`config.mk`:
```
export PLATFORM = sky130hd
export DESIGN_NAME = btob_core
export DESIGN_NICKNAME = d
export VERILOG_FILES = /design/src/verilog/btob_pkg.sv /design/src/verilog/btob_core.sv /design/src/verilog/btob_qphase.sv
export SDC_FILE = /design/constraint.sdc
export NUM_CORES = 1
export LEC_CHECK = 0
export ABC_AREA = 1
export BUFFER_PORTS_ARGS = -buffer_cell sky130_fd_sc_hd__buf_2
export CAP_MARGIN = 20
export CORE_MARGIN = 2
export CORE_UTILIZATION = 40
export DETAILED_ROUTE_END_ITERATION = 6
export SYNTH_ARGS = -nofsm -noshare
export SYNTH_HDL_FRONTEND = slang
export SYNTH_SLANG_ARGS = --single-unit
```
`constraint.sdc`:
```
create_clock -name clk_sys -period 3.92 [get_ports clk_sys]
set_input_delay 0 -clock clk_sys [delete_from_list [all_inputs] [get_ports clk_sys]]
set_output_delay 0 -clock clk_sys [all_outputs]
set_load 0.02 [all_outputs]
```
`src/verilog/btob_pkg.sv`:
```
package btob_pkg;

  // Opcode layout of the bit invert word.
  localparam logic [3:0] BTOB_INV_PREFIX  = 4'h7;
  localparam int         BTOB_INV_PFX_LSB = 12;
  localparam int         BTOB_INV_BIT_LSB = 9;
  localparam int         BTOB_INV_ACC_POS = 8;
  localparam int         BTOB_ADDR_LSB    = 0;

  // Opcode layout of the overflow branch word.
  localparam logic [7:0] BTOB_BOV_UPPER   = 8'hE4;
  localparam int         BTOB_BOV_UP_LSB  = 8;
  localparam int         BTOB_OFS_LSB     = 0;

  // Access bank value forced when the access-select bit is clear.
  localparam logic [3:0] BTOB_ACCESS_BANK = 4'h0;

  // Quarter phase count per instruction cycle.
  localparam int         BTOB_QUARTERS    = 4;
  localparam logic [1:0] BTOB_Q1          = 2'h0;
  localparam logic [1:0] BTOB_Q2          = 2'h1;
  localparam logic [1:0] BTOB_Q3          = 2'h2;
  localparam logic [1:0] BTOB_Q4          = 2'h3;

  // Dead cycles after a taken branch and after a skip over two words.
  localparam logic [1:0] BTOB_BRANCH_NOPS = 2'h1;
  localparam logic [1:0] BTOB_SKIP2_NOPS  = 2'h2;

  // Program counter reset value.
  localparam logic [20:0] BTOB_PC_RESET   = 21'h000000;

  // Execution state of one instruction cycle.
  typedef enum logic [0:0] {
    BTOB_EXEC,
    BTOB_FLUSH
  } btob_state_t;

endpackage

```
`src/verilog/btob_core.sv`:
```
`timescale 1ns/1ps
// Notes on behaviour
// - Bit invert flips the chosen bit of the register, keeps other bits.
// - Access-select 0 forces access bank; 1 uses the bank select register.
// - Bit invert word is 0111, 3-bit index, access bit, 8-bit address.
// - Overflow branch word has upper byte 11100100 and a signed offset.
// - Overflow set loads incremented counter plus twice offset; else next.
// - Offset is 8-bit two's complement, doubled, added to advanced counter.
// - Taken branch: two cycles, PC written in Q4, then one dead cycle.
module btob_core
  import btob_pkg::*;
#(
  parameter int PC_W   = 21,   // Program counter width in bits.
  parameter int BANK_W = 4     // Bank number width in bits.
)
(
  input  wire logic              clk_sys,       // System clock.
  input  wire logic              rst,           // Synchronous reset.
  input  wire logic [15:0]       instr_word,    // Fetched instruction word.
  input  wire logic              instr_valid,   // Word valid for this cycle.
  input  wire logic [BANK_W-1:0] bank_select_register, // Bank select value.
  input  wire logic              ovf_flag,      // Arithmetic overflow flag.
  input  wire logic              skip_two_word, // Skip over a 2-word op taken.
  input  wire logic [7:0]        mem_rdata,     // Data read from memory.
  output logic [BANK_W-1:0]      mem_bank,      // Bank of the access.
  output logic [7:0]             mem_addr,      // Register address.
  output logic                   mem_rd,        // Read strobe in Q2.
  output logic                   mem_wr,        // Write strobe in Q4.
  output logic [7:0]             mem_wdata,     // Data to write.
  output logic [PC_W-1:0]        pc,            // Program counter.
  output logic [1:0]             q_phase,       // Current quarter phase.
  output logic                   exec_nop,      // Cycle runs as no operation.
  output logic                   pc_loaded      // Branch wrote the counter.
);

  logic               q4_end;
  btob_state_t        st_q;
  btob_state_t        st_d;
  logic [1:0]         nop_cnt_q;
  logic [1:0]         nop_cnt_d;
  logic [15:0]        ir_q;
  logic               ir_ok_q;
  logic [7:0]         data_q;
  logic [PC_W-1:0]    pc_q;
  logic [PC_W-1:0]    pc_d;
  logic [BANK_W-1:0]  bank_q;
  logic [7:0]         addr_q;
  logic [7:0]         wdata_q;
  logic               wr_q;
  logic               rd_q;
  logic               loaded_q;

  btob_qphase u_qphase (
    .clk_sys (clk_sys),
    .rst     (rst),
    .q_phase (q_phase),
    .q4_end  (q4_end)
  );

  // Phase qualifiers for the edges that end Q1, Q2 and Q3.
  wire at_q1_end = (q_phase == BTOB_Q1);
  wire at_q2_end = (q_phase == BTOB_Q2);
  wire at_q3_end = (q_phase == BTOB_Q3);
  wire exec_live = (st_q == BTOB_EXEC);

  // Decode of the word arriving at the end of Q1; the read in Q2 and its
  // address need it before the instruction register holds it.
  wire       new_inv  = instr_valid && exec_live &&
    instr_word[15:BTOB_INV_PFX_LSB] == BTOB_INV_PREFIX;
  wire       new_acc  = instr_word[BTOB_INV_ACC_POS];
  wire [7:0] reg_addr = instr_word[BTOB_INV_ACC_POS-1:BTOB_ADDR_LSB];

  // Decode of the latched word, used from Q2 up to the end of Q4.
  wire        is_inv   = ir_ok_q && exec_live &&
    ir_q[15:BTOB_INV_PFX_LSB] == BTOB_INV_PREFIX;
  wire        is_bov   = ir_ok_q && exec_live &&
    ir_q[15:BTOB_BOV_UP_LSB] == BTOB_BOV_UPPER;
  wire [2:0]  bit_idx  = ir_q[BTOB_INV_PFX_LSB-1:BTOB_INV_BIT_LSB];
  wire [7:0]  ofs      = ir_q[BTOB_BOV_UP_LSB-1:BTOB_OFS_LSB];
  wire        take_bov = is_bov && ovf_flag;

  // Bank choice for the data access; a clear access bit overrides the
  // bank select value with the fixed access bank.
  wire [BANK_W-1:0] acc_bank = BANK_W'(BTOB_ACCESS_BANK);
  wire [BANK_W-1:0] bank_sel = new_acc ? bank_select_register
                                       : acc_bank;

  // Inverted data: one bit flipped, others kept.
  wire [7:0] bit_mask  = 8'h01 << bit_idx;
  wire [7:0] inv_data  = data_q ^ bit_mask;

  // Incremented counter and sign-extended doubled offset.
  wire [PC_W-1:0] pc_inc  = pc_q + PC_W'(2);
  wire [PC_W-1:0] ofs_x2  = {{(PC_W-9){ofs[7]}}, ofs, 1'b0};
  wire [PC_W-1:0] pc_tgt  = pc_inc + ofs_x2;

  // Counter: advance each cycle, or load the target when the branch is taken.
  assign pc_d = take_bov ? pc_tgt : pc_inc;

  // Dead cycle scheduling after a taken branch or a long skip. A taken
  // branch wins over a skip that is flagged in the same cycle.
  always_comb
  begin
    st_d      = st_q;
    nop_cnt_d = nop_cnt_q;
    unique case (st_q)
      BTOB_FLUSH:
      begin
        nop_cnt_d = nop_cnt_q - 2'h1;
        if (nop_cnt_q == 2'h1)
          st_d = BTOB_EXEC;
      end
      BTOB_EXEC:
      begin
        if (take_bov)
        begin
          st_d      = BTOB_FLUSH;
          nop_cnt_d = BTOB_BRANCH_NOPS;
        end
        else if (skip_two_word)
        begin
          st_d      = BTOB_FLUSH;
          nop_cnt_d = BTOB_SKIP2_NOPS;
        end
      end
    endcase
  end

  // Instruction register, taken at the end of Q1.
  always_ff @(posedge clk_sys)
  begin
    if (rst)
    begin
      ir_q    <= 16'h0000;
      ir_ok_q <= 1'b0;
    end
    else if (at_q1_end)
    begin
      ir_q    <= instr_word;
      ir_ok_q <= instr_valid;
    end
  end

  // Read data of an invert, taken at the end of Q2.
  always_ff @(posedge clk_sys)
  begin
    if (rst)
      data_q <= 8'h00;
    else if (at_q2_end && is_inv)
      data_q <= mem_rdata;
  end

  // Strobes: the read stands in Q2, the write back stands in Q4.
  always_ff @(posedge clk_sys)
  begin
    if (rst)
    begin
      rd_q <= 1'b0;
      wr_q <= 1'b0;
    end
    else
    begin
      rd_q <= new_inv && at_q1_end;
      wr_q <= is_inv && at_q3_end;
    end
  end

  // Bank and address of the access, set together with the read strobe.
  always_ff @(posedge clk_sys)
  begin
    if (rst)
    begin
      bank_q <= BANK_W'(BTOB_ACCESS_BANK);
      addr_q <= 8'h00;
    end
    else if (new_inv && at_q1_end)
    begin
      bank_q <= bank_sel;
      addr_q <= reg_addr;
    end
  end

  // Write data with the chosen bit inverted, ready for the Q4 write.
  always_ff @(posedge clk_sys)
  begin
    if (rst)
      wdata_q <= 8'h00;
    else if (is_inv && at_q3_end)
      wdata_q <= inv_data;
  end

  // Counter and dead cycle state, both advanced at the end of Q4.
  always_ff @(posedge clk_sys)
  begin
    if (rst)
    begin
      pc_q      <= BTOB_PC_RESET[PC_W-1:0];
      st_q      <= BTOB_EXEC;
      nop_cnt_q <= 2'h0;
    end
    else if (q4_end)
    begin
      pc_q      <= pc_d;
      st_q      <= st_d;
      nop_cnt_q <= nop_cnt_d;
    end
  end

  // Branch pulse for the first clock after the counter load.
  always_ff @(posedge clk_sys)
  begin
    if (rst)
      loaded_q <= 1'b0;
    else
      loaded_q <= q4_end && take_bov;
  end

  // Output wiring.
  assign mem_bank  = bank_q;
  assign mem_addr  = addr_q;
  assign mem_rd    = rd_q;
  assign mem_wr    = wr_q;
  assign mem_wdata = wdata_q;
  assign pc        = pc_q;
  assign exec_nop  = (st_q == BTOB_FLUSH);
  assign pc_loaded = loaded_q;

endmodule // btob_core

```
`src/verilog/btob_qphase.sv`:
```
`timescale 1ns/1ps
// Divides the system clock into the four quarter phases of a cycle.
module btob_qphase
  import btob_pkg::*;
(
  input  wire logic       clk_sys,   // System clock.
  input  wire logic       rst,       // Synchronous reset, active high.
  output logic [1:0]      q_phase,   // Current quarter phase.
  output logic            q4_end     // Pulse on the last quarter.
);

  logic [1:0] q_q;
  logic [1:0] q_d;

  // Advance the phase counter, wrapping after the fourth quarter.
  assign q_d = q_q + 2'h1;
  assign q_phase = q_q;
  assign q4_end = (q_q == BTOB_Q4);

  // Phase register.
  always_ff @(posedge clk_sys)
  begin
    if (rst)
      q_q <= BTOB_Q1;
    else
      q_q <= q_d;
  end

endmodule // btob_qphase
```
Word level (Yosys, flattened, before mapping)
Index checks and enable logic that the tools add are counted.
{"block": "totals", "wordCells": 49, "out_inout_bits": 47, "reg_bits": 74, "memories": 0, "ram_bits": 0, "mem_bits_ro": 0, "latchBits": 0, "inputBits": 33}
{"block": "op_classes", "n_div": 0, "eq_ne": 8, "n_mux": 9, "shift": 1, "addsub": 4, "n_reduce_logical": 12, "bitwise_logic": 2, "mul": 0, "order_cmp": 0}
{"op": "21-bit by 2-bit adder with 21-bit output, second input constant", "n": 1}
{"op": "21-bit adder", "n": 1}
{"op": "21-bit two-way mux", "n": 1}
{"op": "1-bit logical AND", "n": 10}
{"op": "4-bit by 3-bit == test with 1-bit output, second input constant", "n": 2}
{"op": "8-bit == test, second input constant", "n": 1}
{"op": "1-bit by 3-bit left shift with 8-bit output, first input constant", "n": 1}
{"op": "8-bit XOR", "n": 1}
{"op": "2-bit by 1-bit == test with 1-bit output, second input constant", "n": 2}
{"op": "2-bit == test, second input constant", "n": 2}
{"op": "2-bit two-way mux", "n": 2}
{"op": "4-bit two-way mux", "n": 1}
{"op": "2-bit case mux with 2 select lines", "n": 1}
{"op": "1-bit two-way mux", "n": 3}
{"op": "3-bit by 2-bit != test with 1-bit output, second input constant", "n": 1}
{"op": "2-bit by 1-bit adder with 2-bit output, second input constant", "n": 1}
{"op": "2-bit logical NOT", "n": 1}
{"op": "1-bit case mux with 2 select lines", "n": 1}
{"op": "2-bit AND reduction", "n": 1}
{"op": "2-bit by 1-bit subtractor with 2-bit output, second input constant", "n": 1}
{"op": "1-bit inverter", "n": 1}

Longest topological paths before layout
Gate-level depths: netlist (run 1).
{"block": "depth", "word_depth": 6, "depth_mapped": 23, "mapped_depth_nobuf": 23}

Modules after synthesis
From an unflattened synthesis (run 1), not the netlist that was laid out.
{"block": "unflattened", "cells_unflattened": 712, "hier_area_um2": 4735.8}
{"module": "btob_core", "area_each_um2": 4672.0, "instances": 1, "seq_area_each_um2": 1421.4, "cells_per_inst": 706}
{"module": "btob_qphase", "area_each_um2": 63.8, "instances": 1, "seq_area_each_um2": 40.0, "cells_per_inst": 6}

Worst setup path before layout (run 1)
Ideal clock, no wire load.
{"block": "synth_path", "path_kind": "flip-flop to flip-flop", "startpoint": "register pc_q[1], in the netlist pc[1]", "endpoint": "register pc_q[20], in the netlist pc[20]", "setup_slack_ns": 1.150, "synth_period_minus_slack_ns": 2.770, "stages_incl_launch_ff": 20, "path_buffers": 0, "required_ns": 3.798, "arrival_time_ns": 2.648, "path_cell_list": "dfxtp_1 ha_1 nand2_1 nor2_2 nand2_2 nor2_4 nand2_1 nor2_2 nand3_1 and2_1 ha_1 nand2_1 nor2_1 nand2_1 clkinv_1 nand4_1 nand3_1 nand3_1 nand3_2 a21oi_2"}
{"block": "synth_between", "elab_chain_cells": 3}
{"element": "start: declaration", "line_no": "btob_core.sv:44", "source": "logic [PC_W-1:0] pc_q;"}
{"element": "start signal: assignment", "line_no": "btob_core.sv:197", "source": "pc_q <= BTOB_PC_RESET[PC_W-1:0];"}
{"element": "start signal: assignment", "line_no": "btob_core.sv:203", "source": "pc_q <= pc_d;"}
{"element": "21-bit by 2-bit adder with 21-bit output (*)", "line_no": "btob_core.sv:93", "source": "wire [PC_W-1:0] pc_inc = pc_q + PC_W'(2);"}
{"element": "21-bit adder", "line_no": "btob_core.sv:95", "source": "wire [PC_W-1:0] pc_tgt = pc_inc + ofs_x2;"}
{"element": "21-bit two-way mux (*)", "line_no": "btob_core.sv:98", "source": "assign pc_d = take_bov ? pc_tgt : pc_inc;"}
Every way passes the cells marked *; elsewhere a longest branch is shown, timed or not.
A chain may end at the register's enable or synchronous reset.

Worst setup path after layout (run 1)
Ends and elaborated chain as after synthesis.

==> results.tsv, run 1 <==
metric	value	unit
status	finished, final reports clean	
I/O Buffers	78	
layout cell share with drive strength beyond 1	0.168	
non-filler cells, final	980	
DRT antenna net count	0	
Tmin final	3.14	ns
area leader, netlist	dfxtp_1	
Slew Viols, Final	0	
CTS tree	done	
vias in the first global route	4783	
#FFs+latches synth	73	
Final setup viols	0	
Remaining DRCs	0	
most frequent cell after synthesis	nand2_1	
largest net degree at the start of global routing	32	
hold slack final	0.118	ns
switching power	563	uW
Layout Skew	0.0101	ns
Reg clk slew, reported paths	0.06	ns
total leakage power	2.83	nW
max_cap viols	0	
final RePlAce weighted congestion	0.931	
final WL	14.4	mm
Sum Neg Setup Slack	0	ns
CP startpoint kind	flop	
die width	114	um
register area share after synthesis	0.302	
Hold Vio Cnt, Final	0	
Setup crit end kind	flop	
Most used DFF post-synth	dfxtp_1	
H-tree depth	3	
sw frac	0.290	
Slew HR	0.396	
global-route wire length before repair	23.7	mm
Post-synth EDFFs	0	
Worst EP required	4.20	ns
initial antenna violation count	0	
Max FO, Critical Path	6	
Mapped Cells	722	
Wirelength per Cell	14.7	um
Synth cell types	47	
ratio of final minimum period to clock period	0.800	
pre-CTS WS	0.848	ns
DR vias/cell	5.08	
DP Area	5330	sq um
Total GRT Usage	0.233	
RSZ-0062 raised after global routing	no	
DP Wirelength	10.2	mm
Finished Core Util	0.500	
n_diodes	0	
die area	13000	sq um
pwr/cell area	325	nW/um^2
critical path type	flop to flop	
Worst-Skew Late Latency	0.35	ns
router iterations before antenna repair	4	
grt ovf	0	
Net Count, Synth	785	
Power Total	1.94	mW
Pint	1.38	mW
Total Nets Final	892	
PnR worst setup slack	0.783	ns
vias post-DR	4976	
Setup Buffers After CTS	0	
asr flop ratio synth	0	
WP data arrival	3.41	ns
VDD IR-drop max	0.256	mV
Iter 0 DRT Violations	300	
post-synth top area share	0.302	
clock share of power	0.430	
Post-Place Cells	930	
combinational power share	0.154	
hold-fix buffers at CTS	34	
Syn Area/Cell	6.69	sq um
Initial Utilization	0.406	
core area	11900	sq um
Slew @ Worst Pin	0.904	ns
# resized after CTS	0	
YS warnings	0	
CTS Root Buffer Type	clkbuf_16	
Area contributors post-synth	dfxtp_1 (30%), nand2_1 (13%), ha_1 (7.5%), inv_1 (7.0%), a21oi_1 (6.4%)	
total CTS buffers	9	
Area growth, synth to finish	23.4	%
Clock Sink Count	73	
Reg power frac	0.415	
I/O Pins	80	
clock buffer depth	2	
Finished Cell Area	5960	sq um
Max Fclk	319	MHz
Min-Delay Path Class	input port to flop	
Die Ht	114	um
FP Rows	40	
synth cell count leaders	nand2_1 (161), inv_1 (90), dfxtp_1 (73)	
Synth Cell Area	4830	sq um
-- flip-flops by register name (all words and copies together), names as in the netlist --
name              count
pc                   20
mem_addr              8
mem_rd                1
nop_cnt_q             2
mem_bank              4
mem_wdata             8
ir_ok_q               1
exec_nop              1
pc_loaded             1
ir_q                 16
mem_wr                1
data_q                8
u_qphase.q_phase      2
-- path summary, 6_finish.rpt --
| check | cells past startpoint | end | slack, ns | start |
|---|---|---|---|---|
| max | 21 | pc[20] | 0.78 | pc[1] |
| min | 2 | u_qphase.q_phase[0] | 0.12 | rst |
| max reg2reg | 21 | pc[20] | 0.78 | pc[1] |
| min reg2reg | 2 | mem_wdata[5] | 0.45 | mem_wdata[5] |
-- layer usage --
layer  global-route usage  vias to the layer above  share of wire
li1                     -                     2558              -
met3               0.0468                       28          0.058
met2                0.392                      155           0.47
met1                0.291                     2235           0.44
met5                    0                        -              0
met4                0.102                        0          0.027
-- power by group through the flow --
stage / Clock (mW) / Sequential (mW) / Combinational, mW
after global placement: 0 / 0.819 / 0.266
final: 0.833 / 0.805 / 0.299
after floorplan: 0 / 0.827 / 0.180
after CTS: 0.840 / 0.804 / 0.296
after detailed placement: 0 / 0.820 / 0.270
after global routing: 0.877 / 0.808 / 0.339
-- cells by family (layout without fill, tap and decap cells) --
logic type,count (synthesis),in the layout,share of synthesized area
other,1,1,0.000776
flip-flops,73,73,0.302
buffers and inverters,120,231,0.0989
AND/OR/NAND/NOR,331,331,0.314
adder cells (fa/ha/maj),30,30,0.0792
XOR/XNOR,20,20,0.0363
AO/OA/AOI/OAI,147,147,0.169
-- cell type report --
class	instances	area, sq um
Clock buffer	10	229
Clock inverter	5	57.6
Fill cell	1188	5950
Inverter	100	378
Multi-Input combinational cell	529	2890
Sequential cell	73	1460
Tap cell	147	184
Timing Repair Buffer	116	758
-- critical path, cell delays in order (launching register included) --
cell     delay [ns]
dfxtp_1        0.42
ha_1           0.31
nand2_1        0.12
nor2_2         0.16
nand2_2        0.09
nor2_4         0.13
nand2_1        0.08
nor2_2         0.10
inv_1          0.04
nand2_1        0.08
inv_1          0.05
ha_1           0.37
nand2_1        0.16
nor2_1         0.35
nand2_1        0.10
nand2_1        0.07
nand2_1        0.05
nand3_1        0.09
inv_1          0.05
nand2_1        0.07
nand3_2        0.07
a21oi_2        0.12
-- cells in the final DEF, fill, tap and decap left out, types with 5 or more instances in the layout --
cell type,netlist,final
a21oi_1,62,62
ha_1,29,29
dfxtp_1,73,73
inv_1,90,90
xnor2_1,6,6
nor2_2,7,7
nand4_1,6,6
o21ai_1,5,5
nor2_1,70,70
inv_2,6,6
dlygate4sd3_1,0,34
a21oi_2,7,7
clkbuf_16,0,9
o21ai_0,56,56
buf_2,5,78
xor2_1,14,14
nand3_1,55,55
nand2_1,161,161
No activity file was read; power rests on OpenSTA's default activity.
==> run 2: changes to the inputs <==
clock period = 2.83 ns   (was 3.92 ns; I/O delays follow)
==> run 2 against run 1 <==
Against the previous run: combinational power up 48%; register-to-register slack worse by 0.61 ns; flip-flop and latch count unchanged; critical path type unchanged.
==> results.tsv, run 2 (synthesized netlist as in run 1, its figures left out) <==
metric	value	unit	change
Reg power frac	0.421		+0.006
pwr/cell area	425	nW/um^2	+31%
final RePlAce weighted congestion	0.973		+4.5%
sw frac	0.294		+0.00402
most frequent cells in the layout	nand2_1 (151), inv_1 (89), buf_2 (78)		
VDD IR-drop max	0.319	mV	+25%
ratio of final minimum period to clock period	0.937		+0.137
Initial Utilization	0.406		unchanged
Max FO, Critical Path	5		-1
core area	11900	sq um	unchanged
R2R Setup Slk	0.18	ns	-0.61 ns
clock share of power	0.412		-0.018
commonest non-fill, non-tap cell in the layout	nand2_1		
FP Rows	40		unchanged
WP data arrival	2.93	ns	-0.48 ns
Worst EP required	3.11	ns	-1.09 ns
H-tree depth	3		unchanged
final WL	14.5	mm	+1.1%
vias post-DR	5095		+2.4%
vias in the first global route	4721		-1.3%
CTS tree	done		
CP startpoint kind	flop		
router iterations before antenna repair	5		+1
Hold Vio Cnt, Final	0		unchanged
critical path type	flop to flop		
n_diodes	0		unchanged
combinational power share	0.167		+0.013
die width	114	um	unchanged
Pint	1.88	mW	+37%
total CTS buffers	9		unchanged
Tmin final	2.65	ns	-0.484 ns
die area	13000	sq um	unchanged
Layout Skew	0.0103	ns	+0.000210 ns
Iter 0 DRT Violations	314		+4.7%
status	finished, final reports clean		
Total Nets Final	904		+1.3%
Final setup viols	0		unchanged
Setup crit end kind	flop		
Power Total	2.67	mW	+38%
Min-Delay Path Class	input port to flop		
layout cell share with drive strength beyond 1	0.236		+0.0674
DP Area	5430	sq um	+1.8%
global-route wire length before repair	22.8	mm	-3.6%
DRT antenna net count	0		unchanged
Slew @ Worst Pin	0.885	ns	-0.0190 ns
largest net degree at the start of global routing	34		+6.3%
Die Ht	114	um	unchanged
Clock Sink Count	73		unchanged
max_cap viols	0		unchanged
total leakage power	2.94	nW	+4.2%
DP Wirelength	10.2	mm	-0.16%
Area growth, synth to finish	29.8	%	
I/O Buffers	78		unchanged
Total GRT Usage	0.224		-0.00957
Slew HR	0.409		+0.0127
clock buffer depth	2		unchanged
I/O Pins	80		unchanged
Reg clk slew, reported paths	0.06	ns	about the same
Remaining DRCs	0		unchanged
Wirelength per Cell	14.6	um	about the same
Finished Core Util	0.527		+0.0263
grt ovf	0		unchanged
number of flip-flops in the largest register	20		unchanged
RSZ-0062 raised after global routing	yes		
CTS Root Buffer Type	clkbuf_16		
DR vias/cell	5.14		+1.2%
initial antenna violation count	0		unchanged
Finished Cell Area	6270	sq um	+5.2%
Max Fclk	377	MHz	+18%
Slew Viols, Final	0		unchanged
switching power	786	uW	+40%
Worst-Skew Late Latency	0.34	ns	about the same
==> run 2: cell types whose count changed in the layout (fill, tap and decap cells not counted), moves of 5 or more <==
cell     previous run  this run
a21oi_1            62        57
dfxtp_1            73        66
nand2_2             3        11
nand2_1           161       151
dfxtp_2             0         7
buf_4               3        17
ha_1               29        22
ha_4                0         5
==> run 2: power groups by stage <==
stage	combinational [mW]	clock, mW	sequential, mW
after global placement	0.369	0	1.14
after detailed placement	0.373	0	1.14
after CTS	0.406	1.13	1.12
after global routing	0.494	1.17	1.13
final	0.444	1.10	1.12
after floorplan	0.249	0	1.15
==> run 2: path summary, 6_finish.rpt <==
check,start,endpoint,cells past startpoint
setup / recovery,pc[2],pc[20],20
hold / removal,skip_two_word,nop_cnt_q[0],4
setup reg to reg,pc[2],pc[20],20
hold reg to reg,mem_wdata[5],mem_wdata[5],2
==> run 2: through the flow <==
step | std cells | worst slack, ns | hold WS, ns | TNS (ns)
2_1_floorplan | 722 | 0.0599 | 0.118 | 0
3_3_place_gp | 943 | 0.0997 | 0.222 | 0
3_5_place_dp | 943 | 0.0259 | 0.231 | 0
4_1_cts | 991 | 0.00443 | 0.00988 | 0
5_1_grt | 992 | -0.0460 | 0.0588 | -0.143
6_report | 992 | 0.177 | 0.0136 | 0
==> run 2: layout make-up <==
type / instances / area [sq um]
Clock buffer: 11 / 253
Clock inverter: 4 / 28.8
Fill cell: 1158 / 5640
Inverter: 100 / 378
Multi-Input combinational cell: 529 / 3110
Sequential cell: 73 / 1470
Tap cell: 147 / 184
Timing Repair Buffer: 128 / 848
==> run 2: what timing repair did <==
action | 4_1_cts | 5_1_grt
resized for setup | 0 | 54
setup endpoints to repair | 0 | 12
buffers inserted | 0 | 1
hold buffers | 33 | 0
hold endpoints to repair | 37 | 0
==> run 2: critical path: stages (launching register included) <==
cell and delay [ns]:
dfxtp_2 0.35, ha_2 0.19, nand2_1 0.08, nor2_2 0.15, nand2_2 0.09, nor2_4 0.12, nand2_1 0.07, nor2_2 0.10
nand3_1 0.09, and2_4 0.16, ha_4 0.29, nand2_2 0.13, nor2_4 0.14, nand2_1 0.07, clkinv_1 0.05, nand4_1 0.09
nand3_2 0.11, inv_1 0.05, nand2_1 0.07, nand3_2 0.06, a21oi_2 0.11
==> run 2: metal layers <==
layer | GRT usage | routed length [um] | vias up
li1 | - | - | 2577
met1 | 0.284 | 6420 | 2311
met2 | 0.369 | 6770 | 177
met3 | 0.0526 | 987 | 30
met4 | 0.0870 | 343 | 0
met5 | 0 | 0 | -
